File: config.mk
export PLATFORM = sky130hd
export DESIGN_NAME = fwsac_fault_bank
export DESIGN_NICKNAME = d
export VERILOG_FILES = /design/src/verilog/fwsac_pkg.sv /design/src/verilog/fwsac_fault_bank.sv /design/src/verilog/fwsac_sticky_flags.sv
export VERILOG_INCLUDE_DIRS = /design/src /design/src/verilog
export SDC_FILE = /design/constraint.sdc
export NUM_CORES = 1
export LEC_CHECK = 0
export BUFFER_PORTS_ARGS = -buffer_cell sky130_fd_sc_hd__buf_2
export CORE_MARGIN = 2
export CORE_UTILIZATION = 40
export CTS_BUF_LIST = sky130_fd_sc_hd__clkbuf_2 sky130_fd_sc_hd__clkbuf_4 sky130_fd_sc_hd__clkbuf_8
export DETAILED_ROUTE_END_ITERATION = 16
export PLACE_DENSITY_LB_ADDON = 0.05
export SYNTH_ARGS = -nofsm -noshare
export SYNTH_HDL_FRONTEND = slang
export SYNTH_SLANG_ARGS = --single-unit
File: constraint.sdc
create_clock -name mclk_in -period 1.37 [get_ports mclk_in]
set_clock_uncertainty 0.1 [all_clocks]
set_input_delay 0.137 -clock mclk_in [delete_from_list [all_inputs] [get_ports mclk_in]]
set_output_delay 0.137 -clock mclk_in [all_outputs]
set_load 0.01 [all_outputs]
File: src/verilog/fwsac_defines.svh
// Register offsets, field positions, reset values and timing counts for the fault bank
`ifndef FWSAC_DEFINES_SVH
`define FWSAC_DEFINES_SVH

`define FWSAC_OFS_FAULT_ONE 8'h11
`define FWSAC_OFS_FAULT_TWO 8'h12
`define FWSAC_OFS_WARNING 8'h13
`define FWSAC_OFS_PIN_MASK 8'h14
`define FWSAC_OFS_AC_CTRL_ONE 8'h15
`define FWSAC_OFS_AC_CTRL_TWO 8'h16
`define FWSAC_OFS_MISC_CTRL 8'h21

`define FWSAC_RST_FAULT_ONE 8'h00
`define FWSAC_RST_FAULT_TWO 8'h00
`define FWSAC_RST_WARNING 8'h20
`define FWSAC_RST_PIN_MASK 8'h00
`define FWSAC_RST_AC_CTRL_ONE 8'h00
`define FWSAC_RST_AC_CTRL_TWO 8'h00

`define FWSAC_BIT_CLOCK_FAULT 4
`define FWSAC_BIT_POWER_STAGE_SUPPLY_OVER 3
`define FWSAC_BIT_VBAT_OVER 2
`define FWSAC_BIT_POWER_STAGE_SUPPLY_UNDER 1
`define FWSAC_BIT_VBAT_UNDER 0
`define FWSAC_BIT_GLOBAL_SHUTDOWN 4
`define FWSAC_BIT_LOGIC_POR 5
`define FWSAC_BIT_GLOBAL_WARNING 4

`define FWSAC_BIT_INH_OC 7
`define FWSAC_BIT_INH_SHUTDOWN 6
`define FWSAC_BIT_INH_UNDER 5
`define FWSAC_BIT_INH_OVER 4
`define FWSAC_BIT_INH_DC 3
`define FWSAC_BIT_INH_ILIMIT 2
`define FWSAC_BIT_INH_CLIP 1
`define FWSAC_BIT_INH_WARNING 0

`define FWSAC_BIT_PAIR_A_GAIN 7
`define FWSAC_BIT_PAIR_B_GAIN 5
`define FWSAC_BIT_LOOP_PATH 7
`define FWSAC_BIT_MEASURE_LEN 4
`define FWSAC_BIT_CURRENT_HI 3
`define FWSAC_BIT_CURRENT_LO 2
`define FWSAC_BIT_CLEAR_FAULT 7

`define FWSAC_MASK_AC_CTRL_ONE 8'hAF
`define FWSAC_MASK_AC_CTRL_TWO 8'h9C

`define FWSAC_MEASURE_SHORT 7'h20
`define FWSAC_MEASURE_LONG 7'h40

`endif

File: src/verilog/fwsac_pkg.sv
// Types shared by the fault and warning bank
package fwsac_pkg;
  typedef logic [7:0] fwsac_byte_t;
  typedef enum logic [1:0] {
    FWSAC_CUR_10MA,
    FWSAC_CUR_19MA,
    FWSAC_CUR_RSVD_A,
    FWSAC_CUR_RSVD_B
  } fwsac_current_t;
endpackage

File: src/verilog/fwsac_fault_bank.sv
// Fault, warning, pin mask and AC diagnostic control register bank
// Notes on behaviour
// - Fault one bit 4 shows clock fault
// - Fault one bits 3,2 show overvoltage
// - Fault one bits 1,0 show undervoltage
// - Fault two bit 4 shows global shutdown
// - Fault two bits 3..0 channel shutdowns
// - Warning bit 5 shows logic power-on reset
// - Warning bit 4 shows global thermal warning
// - Warning bits 3..0 channel thermal warnings
// - Mask bit 7 inhibits overcurrent on fault pin
// - Mask bit 6 inhibits shutdown on fault pin
// - Mask bits 5,4 inhibit under/overvoltage
// - Mask bit 3 inhibits DC fault reporting
// - Mask bit 2 inhibits current-limit reporting
// - Mask bit 1 inhibits clipping on warn pin
// - Mask bit 0 inhibits thermal warning reporting
// - Bits 7,5 select diag gain 1 or 4
// - Control one bits 3..0 enable channels
// - Control two bit 7 enables loopback
// - Control two bit 4 selects 32/64 cycles
// - Current field 00=10mA, 01=19mA, others reserved
// - Writing clear-fault bit clears latched faults
`timescale 1ns/100ps
`include "fwsac_defines.svh"
module fwsac_fault_bank (
  // Clock and reset
  input wire logic mclk_in,
  input wire logic reset_n_in,
  // Register port from the serial control port
  input wire logic reg_wr_in,
  input wire logic [7:0] reg_addr_in,
  input wire fwsac_pkg::fwsac_byte_t reg_wdata_in,
  output fwsac_pkg::fwsac_byte_t reg_rdata_out,
  // Fault and warning conditions
  input wire logic clock_fault_in,
  input wire logic power_stage_supply_over_in,
  input wire logic battery_supply_over_in,
  input wire logic power_stage_supply_under_in,
  input wire logic battery_supply_under_in,
  input wire logic thermal_shutdown_in,
  input wire logic [3:0] chan_thermal_shutdown_in,
  input wire logic thermal_warning_in,
  input wire logic [3:0] chan_thermal_warning_in,
  input wire logic overcurrent_in,
  input wire logic dc_offset_in,
  input wire logic current_limit_in,
  input wire logic clipping_in,
  // Report pins
  output logic fault_pin_out,
  output logic warning_pin_out,
  // AC diagnostic controls
  output logic pair_a_diag_gain_out,
  output logic pair_b_diag_gain_out,
  output logic [3:0] chan_ac_diag_enable_out,
  output logic ac_diag_loop_path_out,
  output logic [6:0] ac_diag_measure_cycles_out,
  output fwsac_pkg::fwsac_current_t ac_diag_test_current_out,
  output logic ac_diag_current_reserved_out
);
  import fwsac_pkg::*;

  //////////////////////////////////////////////////////////////////////////////
  // Latched fault and power-on flags
  logic clear_fault;
  logic [4:0] fault_one_set;
  logic [4:0] fault_one_flags;
  logic [4:0] fault_two_set;
  logic [4:0] fault_two_flags;
  logic por_q;
  logic por_d;

  assign clear_fault = reg_wr_in && (reg_addr_in == `FWSAC_OFS_MISC_CTRL)
                       && reg_wdata_in[`FWSAC_BIT_CLEAR_FAULT];

  assign fault_one_set = {clock_fault_in, power_stage_supply_over_in, battery_supply_over_in,
                          power_stage_supply_under_in, battery_supply_under_in};
  assign fault_two_set = {thermal_shutdown_in, chan_thermal_shutdown_in};

  fwsac_sticky_flags #(.WIDTH(5)) u_fault_one (
    .mclk_in(mclk_in),
    .reset_n_in(reset_n_in),
    .set_in(fault_one_set),
    .clear_in(clear_fault),
    .flags_out(fault_one_flags)
  );

  fwsac_sticky_flags #(.WIDTH(5)) u_fault_two (
    .mclk_in(mclk_in),
    .reset_n_in(reset_n_in),
    .set_in(fault_two_set),
    .clear_in(clear_fault),
    .flags_out(fault_two_flags)
  );

  // Power-on flag is set by reset itself and cleared by a clear-fault write
  always_comb begin
    por_d = por_q & ~clear_fault;
  end

  always_ff @(posedge mclk_in or negedge reset_n_in) begin
    if (!reset_n_in) begin
      por_q <= 1'b1;
    end else begin
      por_q <= por_d;
    end
  end

  //////////////////////////////////////////////////////////////////////////////
  // Writable registers
  fwsac_byte_t pin_mask_q;
  fwsac_byte_t pin_mask_d;
  fwsac_byte_t ac_one_q;
  fwsac_byte_t ac_one_d;
  fwsac_byte_t ac_two_q;
  fwsac_byte_t ac_two_d;

  always_comb begin
    pin_mask_d = pin_mask_q;
    ac_one_d = ac_one_q;
    ac_two_d = ac_two_q;
    if (reg_wr_in) begin
      case (reg_addr_in)
        `FWSAC_OFS_PIN_MASK: pin_mask_d = reg_wdata_in;
        `FWSAC_OFS_AC_CTRL_ONE: ac_one_d = reg_wdata_in & `FWSAC_MASK_AC_CTRL_ONE;
        `FWSAC_OFS_AC_CTRL_TWO: ac_two_d = reg_wdata_in & `FWSAC_MASK_AC_CTRL_TWO;
        default: pin_mask_d = pin_mask_q;
      endcase
    end
  end

  always_ff @(posedge mclk_in or negedge reset_n_in) begin
    if (!reset_n_in) begin
      pin_mask_q <= `FWSAC_RST_PIN_MASK;
      ac_one_q <= `FWSAC_RST_AC_CTRL_ONE;
      ac_two_q <= `FWSAC_RST_AC_CTRL_TWO;
    end else begin
      pin_mask_q <= pin_mask_d;
      ac_one_q <= ac_one_d;
      ac_two_q <= ac_two_d;
    end
  end

  //////////////////////////////////////////////////////////////////////////////
  // Read data
  fwsac_byte_t rdata_q;
  fwsac_byte_t rdata_d;

  always_comb begin
    case (reg_addr_in)
      `FWSAC_OFS_FAULT_ONE: rdata_d = {3'h0, fault_one_flags};
      `FWSAC_OFS_FAULT_TWO: rdata_d = {3'h0, fault_two_flags};
      `FWSAC_OFS_WARNING: rdata_d = {2'h0, por_q, thermal_warning_in,
                                     chan_thermal_warning_in};
      `FWSAC_OFS_PIN_MASK: rdata_d = pin_mask_q;
      `FWSAC_OFS_AC_CTRL_ONE: rdata_d = ac_one_q;
      `FWSAC_OFS_AC_CTRL_TWO: rdata_d = ac_two_q;
      default: rdata_d = 8'h00;
    endcase
  end

  always_ff @(posedge mclk_in or negedge reset_n_in) begin
    if (!reset_n_in) begin
      rdata_q <= 8'h00;
    end else begin
      rdata_q <= rdata_d;
    end
  end

  assign reg_rdata_out = rdata_q;

  //////////////////////////////////////////////////////////////////////////////
  // Report pins
  logic fault_pin_q;
  logic fault_pin_d;
  logic warn_pin_q;
  logic warn_pin_d;

  always_comb begin
    fault_pin_d = 1'b0;
    if (!pin_mask_q[`FWSAC_BIT_INH_OC] && overcurrent_in) begin
      fault_pin_d = 1'b1;
    end
    if (!pin_mask_q[`FWSAC_BIT_INH_SHUTDOWN] && (|fault_two_flags)) begin
      fault_pin_d = 1'b1;
    end
    if (!pin_mask_q[`FWSAC_BIT_INH_UNDER]
        && (fault_one_flags[`FWSAC_BIT_POWER_STAGE_SUPPLY_UNDER] || fault_one_flags[`FWSAC_BIT_VBAT_UNDER])) begin
      fault_pin_d = 1'b1;
    end
    if (!pin_mask_q[`FWSAC_BIT_INH_OVER]
        && (fault_one_flags[`FWSAC_BIT_POWER_STAGE_SUPPLY_OVER] || fault_one_flags[`FWSAC_BIT_VBAT_OVER])) begin
      fault_pin_d = 1'b1;
    end
    if (!pin_mask_q[`FWSAC_BIT_INH_DC] && dc_offset_in) begin
      fault_pin_d = 1'b1;
    end
    if (!pin_mask_q[`FWSAC_BIT_INH_ILIMIT] && current_limit_in) begin
      fault_pin_d = 1'b1;
    end
    if (fault_one_flags[`FWSAC_BIT_CLOCK_FAULT]) begin
      fault_pin_d = 1'b1;
    end
    warn_pin_d = (!pin_mask_q[`FWSAC_BIT_INH_CLIP] && clipping_in)
                 || (!pin_mask_q[`FWSAC_BIT_INH_WARNING]
                     && (thermal_warning_in || (|chan_thermal_warning_in)));
  end

  always_ff @(posedge mclk_in or negedge reset_n_in) begin
    if (!reset_n_in) begin
      fault_pin_q <= 1'b0;
      warn_pin_q <= 1'b0;
    end else begin
      fault_pin_q <= fault_pin_d;
      warn_pin_q <= warn_pin_d;
    end
  end

  assign fault_pin_out = fault_pin_q;
  assign warning_pin_out = warn_pin_q;

  //////////////////////////////////////////////////////////////////////////////
  // AC diagnostic controls
  assign pair_a_diag_gain_out = ac_one_q[`FWSAC_BIT_PAIR_A_GAIN];
  assign pair_b_diag_gain_out = ac_one_q[`FWSAC_BIT_PAIR_B_GAIN];
  assign chan_ac_diag_enable_out = ac_one_q[3:0];
  assign ac_diag_loop_path_out = ac_two_q[`FWSAC_BIT_LOOP_PATH];
  assign ac_diag_measure_cycles_out = ac_two_q[`FWSAC_BIT_MEASURE_LEN]
                                      ? `FWSAC_MEASURE_LONG : `FWSAC_MEASURE_SHORT;
  assign ac_diag_test_current_out =
    fwsac_current_t'(ac_two_q[`FWSAC_BIT_CURRENT_HI:`FWSAC_BIT_CURRENT_LO]);
  assign ac_diag_current_reserved_out = ac_two_q[`FWSAC_BIT_CURRENT_HI];
endmodule // fwsac_fault_bank

File: src/verilog/fwsac_sticky_flags.sv
// Sticky event flags with set winning over clear
`timescale 1ns/100ps
module fwsac_sticky_flags #(
  parameter int WIDTH = 5
) (
  // Clock and reset
  input wire logic mclk_in,
  input wire logic reset_n_in,
  // Events and clear
  input wire logic [WIDTH-1:0] set_in,
  input wire logic clear_in,
  // Held flags
  output logic [WIDTH-1:0] flags_out
);
  logic [WIDTH-1:0] flags_q;
  logic [WIDTH-1:0] flags_d;

  genvar i;
  generate
    for (i = 0; i < WIDTH; i++) begin : g_flag
      always_comb begin
        flags_d[i] = set_in[i] | (flags_q[i] & ~clear_in);
      end
    end
  endgenerate

  always_ff @(posedge mclk_in or negedge reset_n_in) begin
    if (!reset_n_in) begin
      flags_q <= '0;
    end else begin
      flags_q <= flags_d;
    end
  end

  assign flags_out = flags_q;
endmodule // fwsac_sticky_flags

======== Word-level counts from Yosys, hierarchy flattened ========
Index checks and enable logic that the tools add are counted.
cells by class
  add/subtract/negate cells ............... 0
  multipliers ............................. 0
  div/mod/pow operators ................... 0
  order comparisons ....................... 0
  eq/ne operators ......................... 7
  shift operators ......................... 0
  multiplexer cells ....................... 9
  bitwise operators ....................... 22
  reductions and logical operators ........ 27
operators with widths
  kind                  number
  $eq A8 B5 Y1 const B  6
  $pmux W8 S6           1
  $and A1 B1 Y1         11
  $logic_and A1 B1 Y1   10
  $or A1 B1 Y1          10
  $eq A8 B6 Y1 const B  1
  $logic_not A1 Y1      8
  $mux W1               7
  $mux W7               1
  $reduce_and A2 Y1     3
  $reduce_or A5 Y1      1
  $logic_or A1 B1 Y1    4
  $reduce_or A4 Y1      1
  $not A1 Y1            1
storage, ports and cells
  register bits ........................... 39
  bits in latches ......................... 0
  RAM bits ................................ 0
  bits in read-only memories .............. 0
  bits of input ports ..................... 38
  output and inout bits ................... 27
  word-level logic and storage cells ...... 74
  memories ................................ 0

======== Logic depth before layout (Yosys ltp) ========
  depth in word-level cells ............... 9
  mapped depth ............................ 5

======== Modules after synthesis ========
A second synthesis with hierarchy kept.
second synthesis, totals
  cells, all modules ...................... 149
  area total of the unflattened synthesis .. 1883.1 sq um
by module, submodules not included
  module              times used  cells each  area each (sq um)  sequential area each (sq um)
  fwsac_fault_bank    1           127         1550.2             726.9
  fwsac_sticky_flags  2           11          166.4              125.1

======== Worst setup path after synthesis ========
Ideal clock, no wire load.
  kind .................................... reg2reg
  from .................................... register u_fault_two.flags_q[3], in the netlist u_fault_two.flags_out[3]
  to ...................................... register fault_pin_q, in the netlist fault_pin_out
  library setup time ...................... 0.139 ns
  arrival ................................. 1.101 ns
  required time ........................... 1.131 ns
  path slack .............................. 0.030 ns
  cell stages (with the launch flop) ...... 4
  path buffers ............................ 0
  period minus slack after synthesis ...... 1.340 ns
  path through ............................ dfrtp_1 > nor3_1 > a21oi_1 > or4b_1
between the ends
  cells in the longest elaborated chain, start to end .. 8
RTL lines
  what                    line                      text
  from (decl)             fwsac_sticky_flags.sv:15  logic [WIDTH-1:0] flags_q;
  from (signal assigned)  fwsac_sticky_flags.sv:31  flags_q <= flags_d;
  $reduce_or A5 Y1        fwsac_fault_bank.sv:184   if (!pin_mask_q[`FWSAC_BIT_INH_SHUTDOWN] && (|fault_two_flags)) begin
  $logic_and A1 B1 Y1     fwsac_fault_bank.sv:184
  $mux W1                 fwsac_fault_bank.sv:184
  $mux W1                 fwsac_fault_bank.sv:187   if (!pin_mask_q[`FWSAC_BIT_INH_UNDER]
  $mux W1                 fwsac_fault_bank.sv:191   if (!pin_mask_q[`FWSAC_BIT_INH_OVER]
  $mux W1                 fwsac_fault_bank.sv:195   if (!pin_mask_q[`FWSAC_BIT_INH_DC] && dc_offset_in) begin
  $mux W1                 fwsac_fault_bank.sv:198   if (!pin_mask_q[`FWSAC_BIT_INH_ILIMIT] && current_limit_in) begin
  $mux W1                 fwsac_fault_bank.sv:201   if (fault_one_flags[`FWSAC_BIT_CLOCK_FAULT]) begin
  named net fault_pin_d   fwsac_fault_bank.sv:175   logic fault_pin_d;
  to (signal assigned)    fwsac_fault_bank.sv:214   fault_pin_q <= fault_pin_d;
  to (decl)               fwsac_fault_bank.sv:174   logic fault_pin_q;
The timed path passes the listed nets, and every way through them passes these cells.
A chain may end at the register's enable or synchronous reset.

======== Final worst setup path ========
  from .................................... register u_fault_one.flags_q[3], in the netlist u_fault_one.flags_out[3]
  to ...................................... register fault_pin_q, in the netlist fault_pin_out
between the ends
  cells in the longest elaborated chain, start to end .. 6
RTL lines
  what                    line                      text
  from (decl)             fwsac_sticky_flags.sv:15
  from (signal assigned)  fwsac_sticky_flags.sv:31
  $logic_or A1 B1 Y1      fwsac_fault_bank.sv:192   && (fault_one_flags[`FWSAC_BIT_POWER_STAGE_SUPPLY_OVER] || fault_one_flags[`FWSAC_BIT_VBAT_OVER])) begin
  $logic_and A1 B1 Y1     fwsac_fault_bank.sv:191
  $mux W1                 fwsac_fault_bank.sv:191
  $mux W1                 fwsac_fault_bank.sv:195
  $mux W1                 fwsac_fault_bank.sv:198
  $mux W1                 fwsac_fault_bank.sv:201
  named net fault_pin_d   fwsac_fault_bank.sv:175
The timed path passes the listed nets, and every way through them passes these cells.

==> impl_metrics.json <==
{
  "clock_latency_ns": 0.28,
  "cts_buffer_depth": 2,
  "outcome": "finished, final reports clean",
  "die_h_um": 73.7,
  "routed_via_density": 5.01,
  "cp_data_arrival_time_ns": 1.38,
  "dr.pass1.iters": 4,
  "fin_nets": 287,
  "ys_types": 35,
  "grt.total_usage_pct": 19.5,
  "rsz0062_at_grt": "yes",
  "num_rows": 25,
  "synth-seq-area-share_pct": 50.3,
  "crit_path_start_kind": "flop",
  "hpwlAfterDp_mm": 3.77,
  "hold-worst-slack_ns": 0.00458,
  "port_buffers": 59,
  "area_growth_pct": 41.0,
  "period_needed_ns": 1.32,
  "synthesis.area_sq_um": 1940,
  "die_area_sq_um": 5430,
  "drtIter0Drc": 44,
  "slew_violations": 0,
  "grt_start_max_net_pins": 20,
  "grt_first_pass_wirelength_mm": 7.89,
  "drc": 0,
  "final_cell_area_sq_um": 2740,
  "final.setup.tns_ns": 0,
  "power.density_nw_per_um2": 878,
  "start_util_pct": 41.4,
  "h-tree-depth": 2,
  "r2r_cells": 3,
  "layout-drive-gt1-share_pct": 49.6,
  "min_path_cells": 2,
  "max-cap-violations": 0,
  "synth_top_area_share_pct": 49.0,
  "finalCritPeriodShare_pct": 96.4,
  "cts_sinks": 39,
  "gr-total-overflow": 0,
  "synth_top_cells_by_area": "dfrtp_1 (49%), mux2_4 (11%), mux2_1 (4.6%)",
  "grt_pass1_vias": 1602,
  "avgRoutedWirePerCell_um": 15.9,
  "place_congestion": 0.798,
  "p_total_uw": 2400,
  "cts.clk_slew.worst_paths_ns": 0.07,
  "post-cts-setup-buffers": 0,
  "worst_ir_drop_vdd_uv": 644,
  "clock-root-buffer": "clkbuf_8",
  "io_pins": 65,
  "critPathCaptureType": "flop",
  "synth_top_area_cell": "dfrtp_1",
  "register_area_sq_um": 977,
  "crit_required_ns": 1.43,
  "antenna_found_initial": 0,
  "routed_wl_mm": 4.82,
  "fp.dieW_um": 73.7,
  "final_hold_viol_count": 0,
  "path_class": "flop to flop",
  "multi_input_area_sq_um": 902,
  "dpl_cell_area_sq_um": 2440,
  "num-fill-cells": 401,
  "vias": 1523,
  "syn_inst": 145,
  "synth-seq-cells": 39,
  "syn_avg_cell_area_sq_um": 13.4,
  "hp-class": "primary input to flop",
  "fmax_ghz": 0.757,
  "coreArea_sq_um": 4690,
  "setup_viol": 0,
  "crit_path_max_fanout": 3,
  "drtAntennaViolNets": 0,
  "tritoncts": "yes",
  "cts_made_buffers": 5,
  "synth.yosys.warnings": 0,
  "num_antenna_cells": 0,
  "cellLeakagePower_uw": 0.00137
}
worst paths after layout:
check                                         startpoint                  endpoint  slack (ns)
worst max register to register  u_fault_one.flags_out[3]             fault_pin_out        0.05
max in group asynchronous                     reset_n_in  u_fault_two.flags_out[3]        0.42
worst min register to register             pin_mask_q[0]           warning_pin_out        0.38
worst min-delay path                     reg_wdata_in[3]               ac_two_q[3]       0.005
min in group asynchronous                     reset_n_in               ac_one_q[1]        0.23
worst max-delay path            u_fault_one.flags_out[3]             fault_pin_out        0.05
where the power goes:
group          switching [uW]  internal (uW)  leakage (uW)
sequential               24.2           1180      0.000475
combinational             151            184      0.000835
clock                     387            479     0.0000549
total                     562           1840       0.00137
worst max-delay path: stages (launching register included):
cell,delay [ns]
dfrtp_1,0.40
nor2_1,0.11
o22ai_1,0.09
or4b_1,0.50
registers in the layout (all words and copies together) (netlist names):
name	count
pin_mask_q	8
reg_rdata_out	8
ac_one_q	6
u_fault_one.flags_out	5
u_fault_two.flags_out	5
ac_two_q	4
fault_pin_out	1
por_q	1
warning_pin_out	1
cell usage after synthesis:
master    count
nand3b_1      1
buf_4         6
mux2_2        3
a22oi_1       1
nand3_4       1
inv_1         5
nor3_1        1
nor2_1        8
nand4_2       1
or4_1         1
nor4b_4       2
and2_1        1
nor3b_4       1
dfrtp_1      38
mux2_1        8
and3_1        1
o22ai_1       3
mux2_4       14
nand4_1       1
or3b_1        2
a32oi_1       4
nor4bb_1      1
nand4_4       1
a21o_1       10
nand2_1       4
nor4b_1       1
dfstp_2       1
mux2i_1       6
or4b_1        1
nor3b_2       2
a21oi_1       7
buf_2         2
o22a_1        3
buf_6         2
conb_1        1
metal layers:
metal  vias up  routed length [um]  share of wire, %  global-route usage (%)
met5         -                   0                 0                       0
met4         0                  40              0.83                    4.85
met3         5                 209               4.3                    4.53
met2        40                2340                49                    32.1
met1       743                2230                46                    26.0
li1        735                   -                 -                       -
cells in the final DEF, fill, tap and decap left out, types with 6 or more instances in the layout:
| cell | n |
|---|---|
| a21oi_1 | 7 |
| a21o_1 | 10 |
| buf_4 | 27 |
| nor2_1 | 7 |
| clkbuf_8 | 7 |
| mux2i_1 | 6 |
| mux2_1 | 7 |
| dfrtp_1 | 38 |
| dlygate4sd3_1 | 17 |
| mux2_4 | 15 |
| buf_2 | 59 |
logic make-up (layout without fill, tap and decap cells):
kind of cell,count (synthesis),in the layout,synth area share [%]
buf+inv,15,116,4.96
compound gates,28,28,10.2
flops,39,39,50.3
other cells,1,5,0.193
simple gates,31,31,14.0
mux,31,31,20.3
metrics by stage:
step           std cells  utilization (%)  setup slack, ns
2_1_floorplan        149                -           0.0300
3_3_place_gp         279             52.1          -0.0959
3_5_place_dp         279             52.1           -0.126
4_1_cts              304             58.1           0.0138
5_1_grt              304             58.3          -0.0147
6_report             304             58.3           0.0494
layout make-up:
| class | count | area share, % |
|---|---|---|
| Sequential cell | 39 | 35.7 |
| Clock buffer | 8 | 3.79 |
| Inverter | 5 | 0.686 |
| Multi-Input combinational cell | 95 | 33.0 |
| Tap cell | 54 | 2.47 |
| Timing Repair Buffer | 103 | 24.4 |
repair_timing:
action,CTS,global route
gates cloned,0,0
endpoints found under the setup margin,1,2
pin swaps,3,4
gates resized for setup,1,3
hold buffers,17,0
hold endpoints to repair,34,0
No activity file was read; power rests on OpenSTA's default activity.
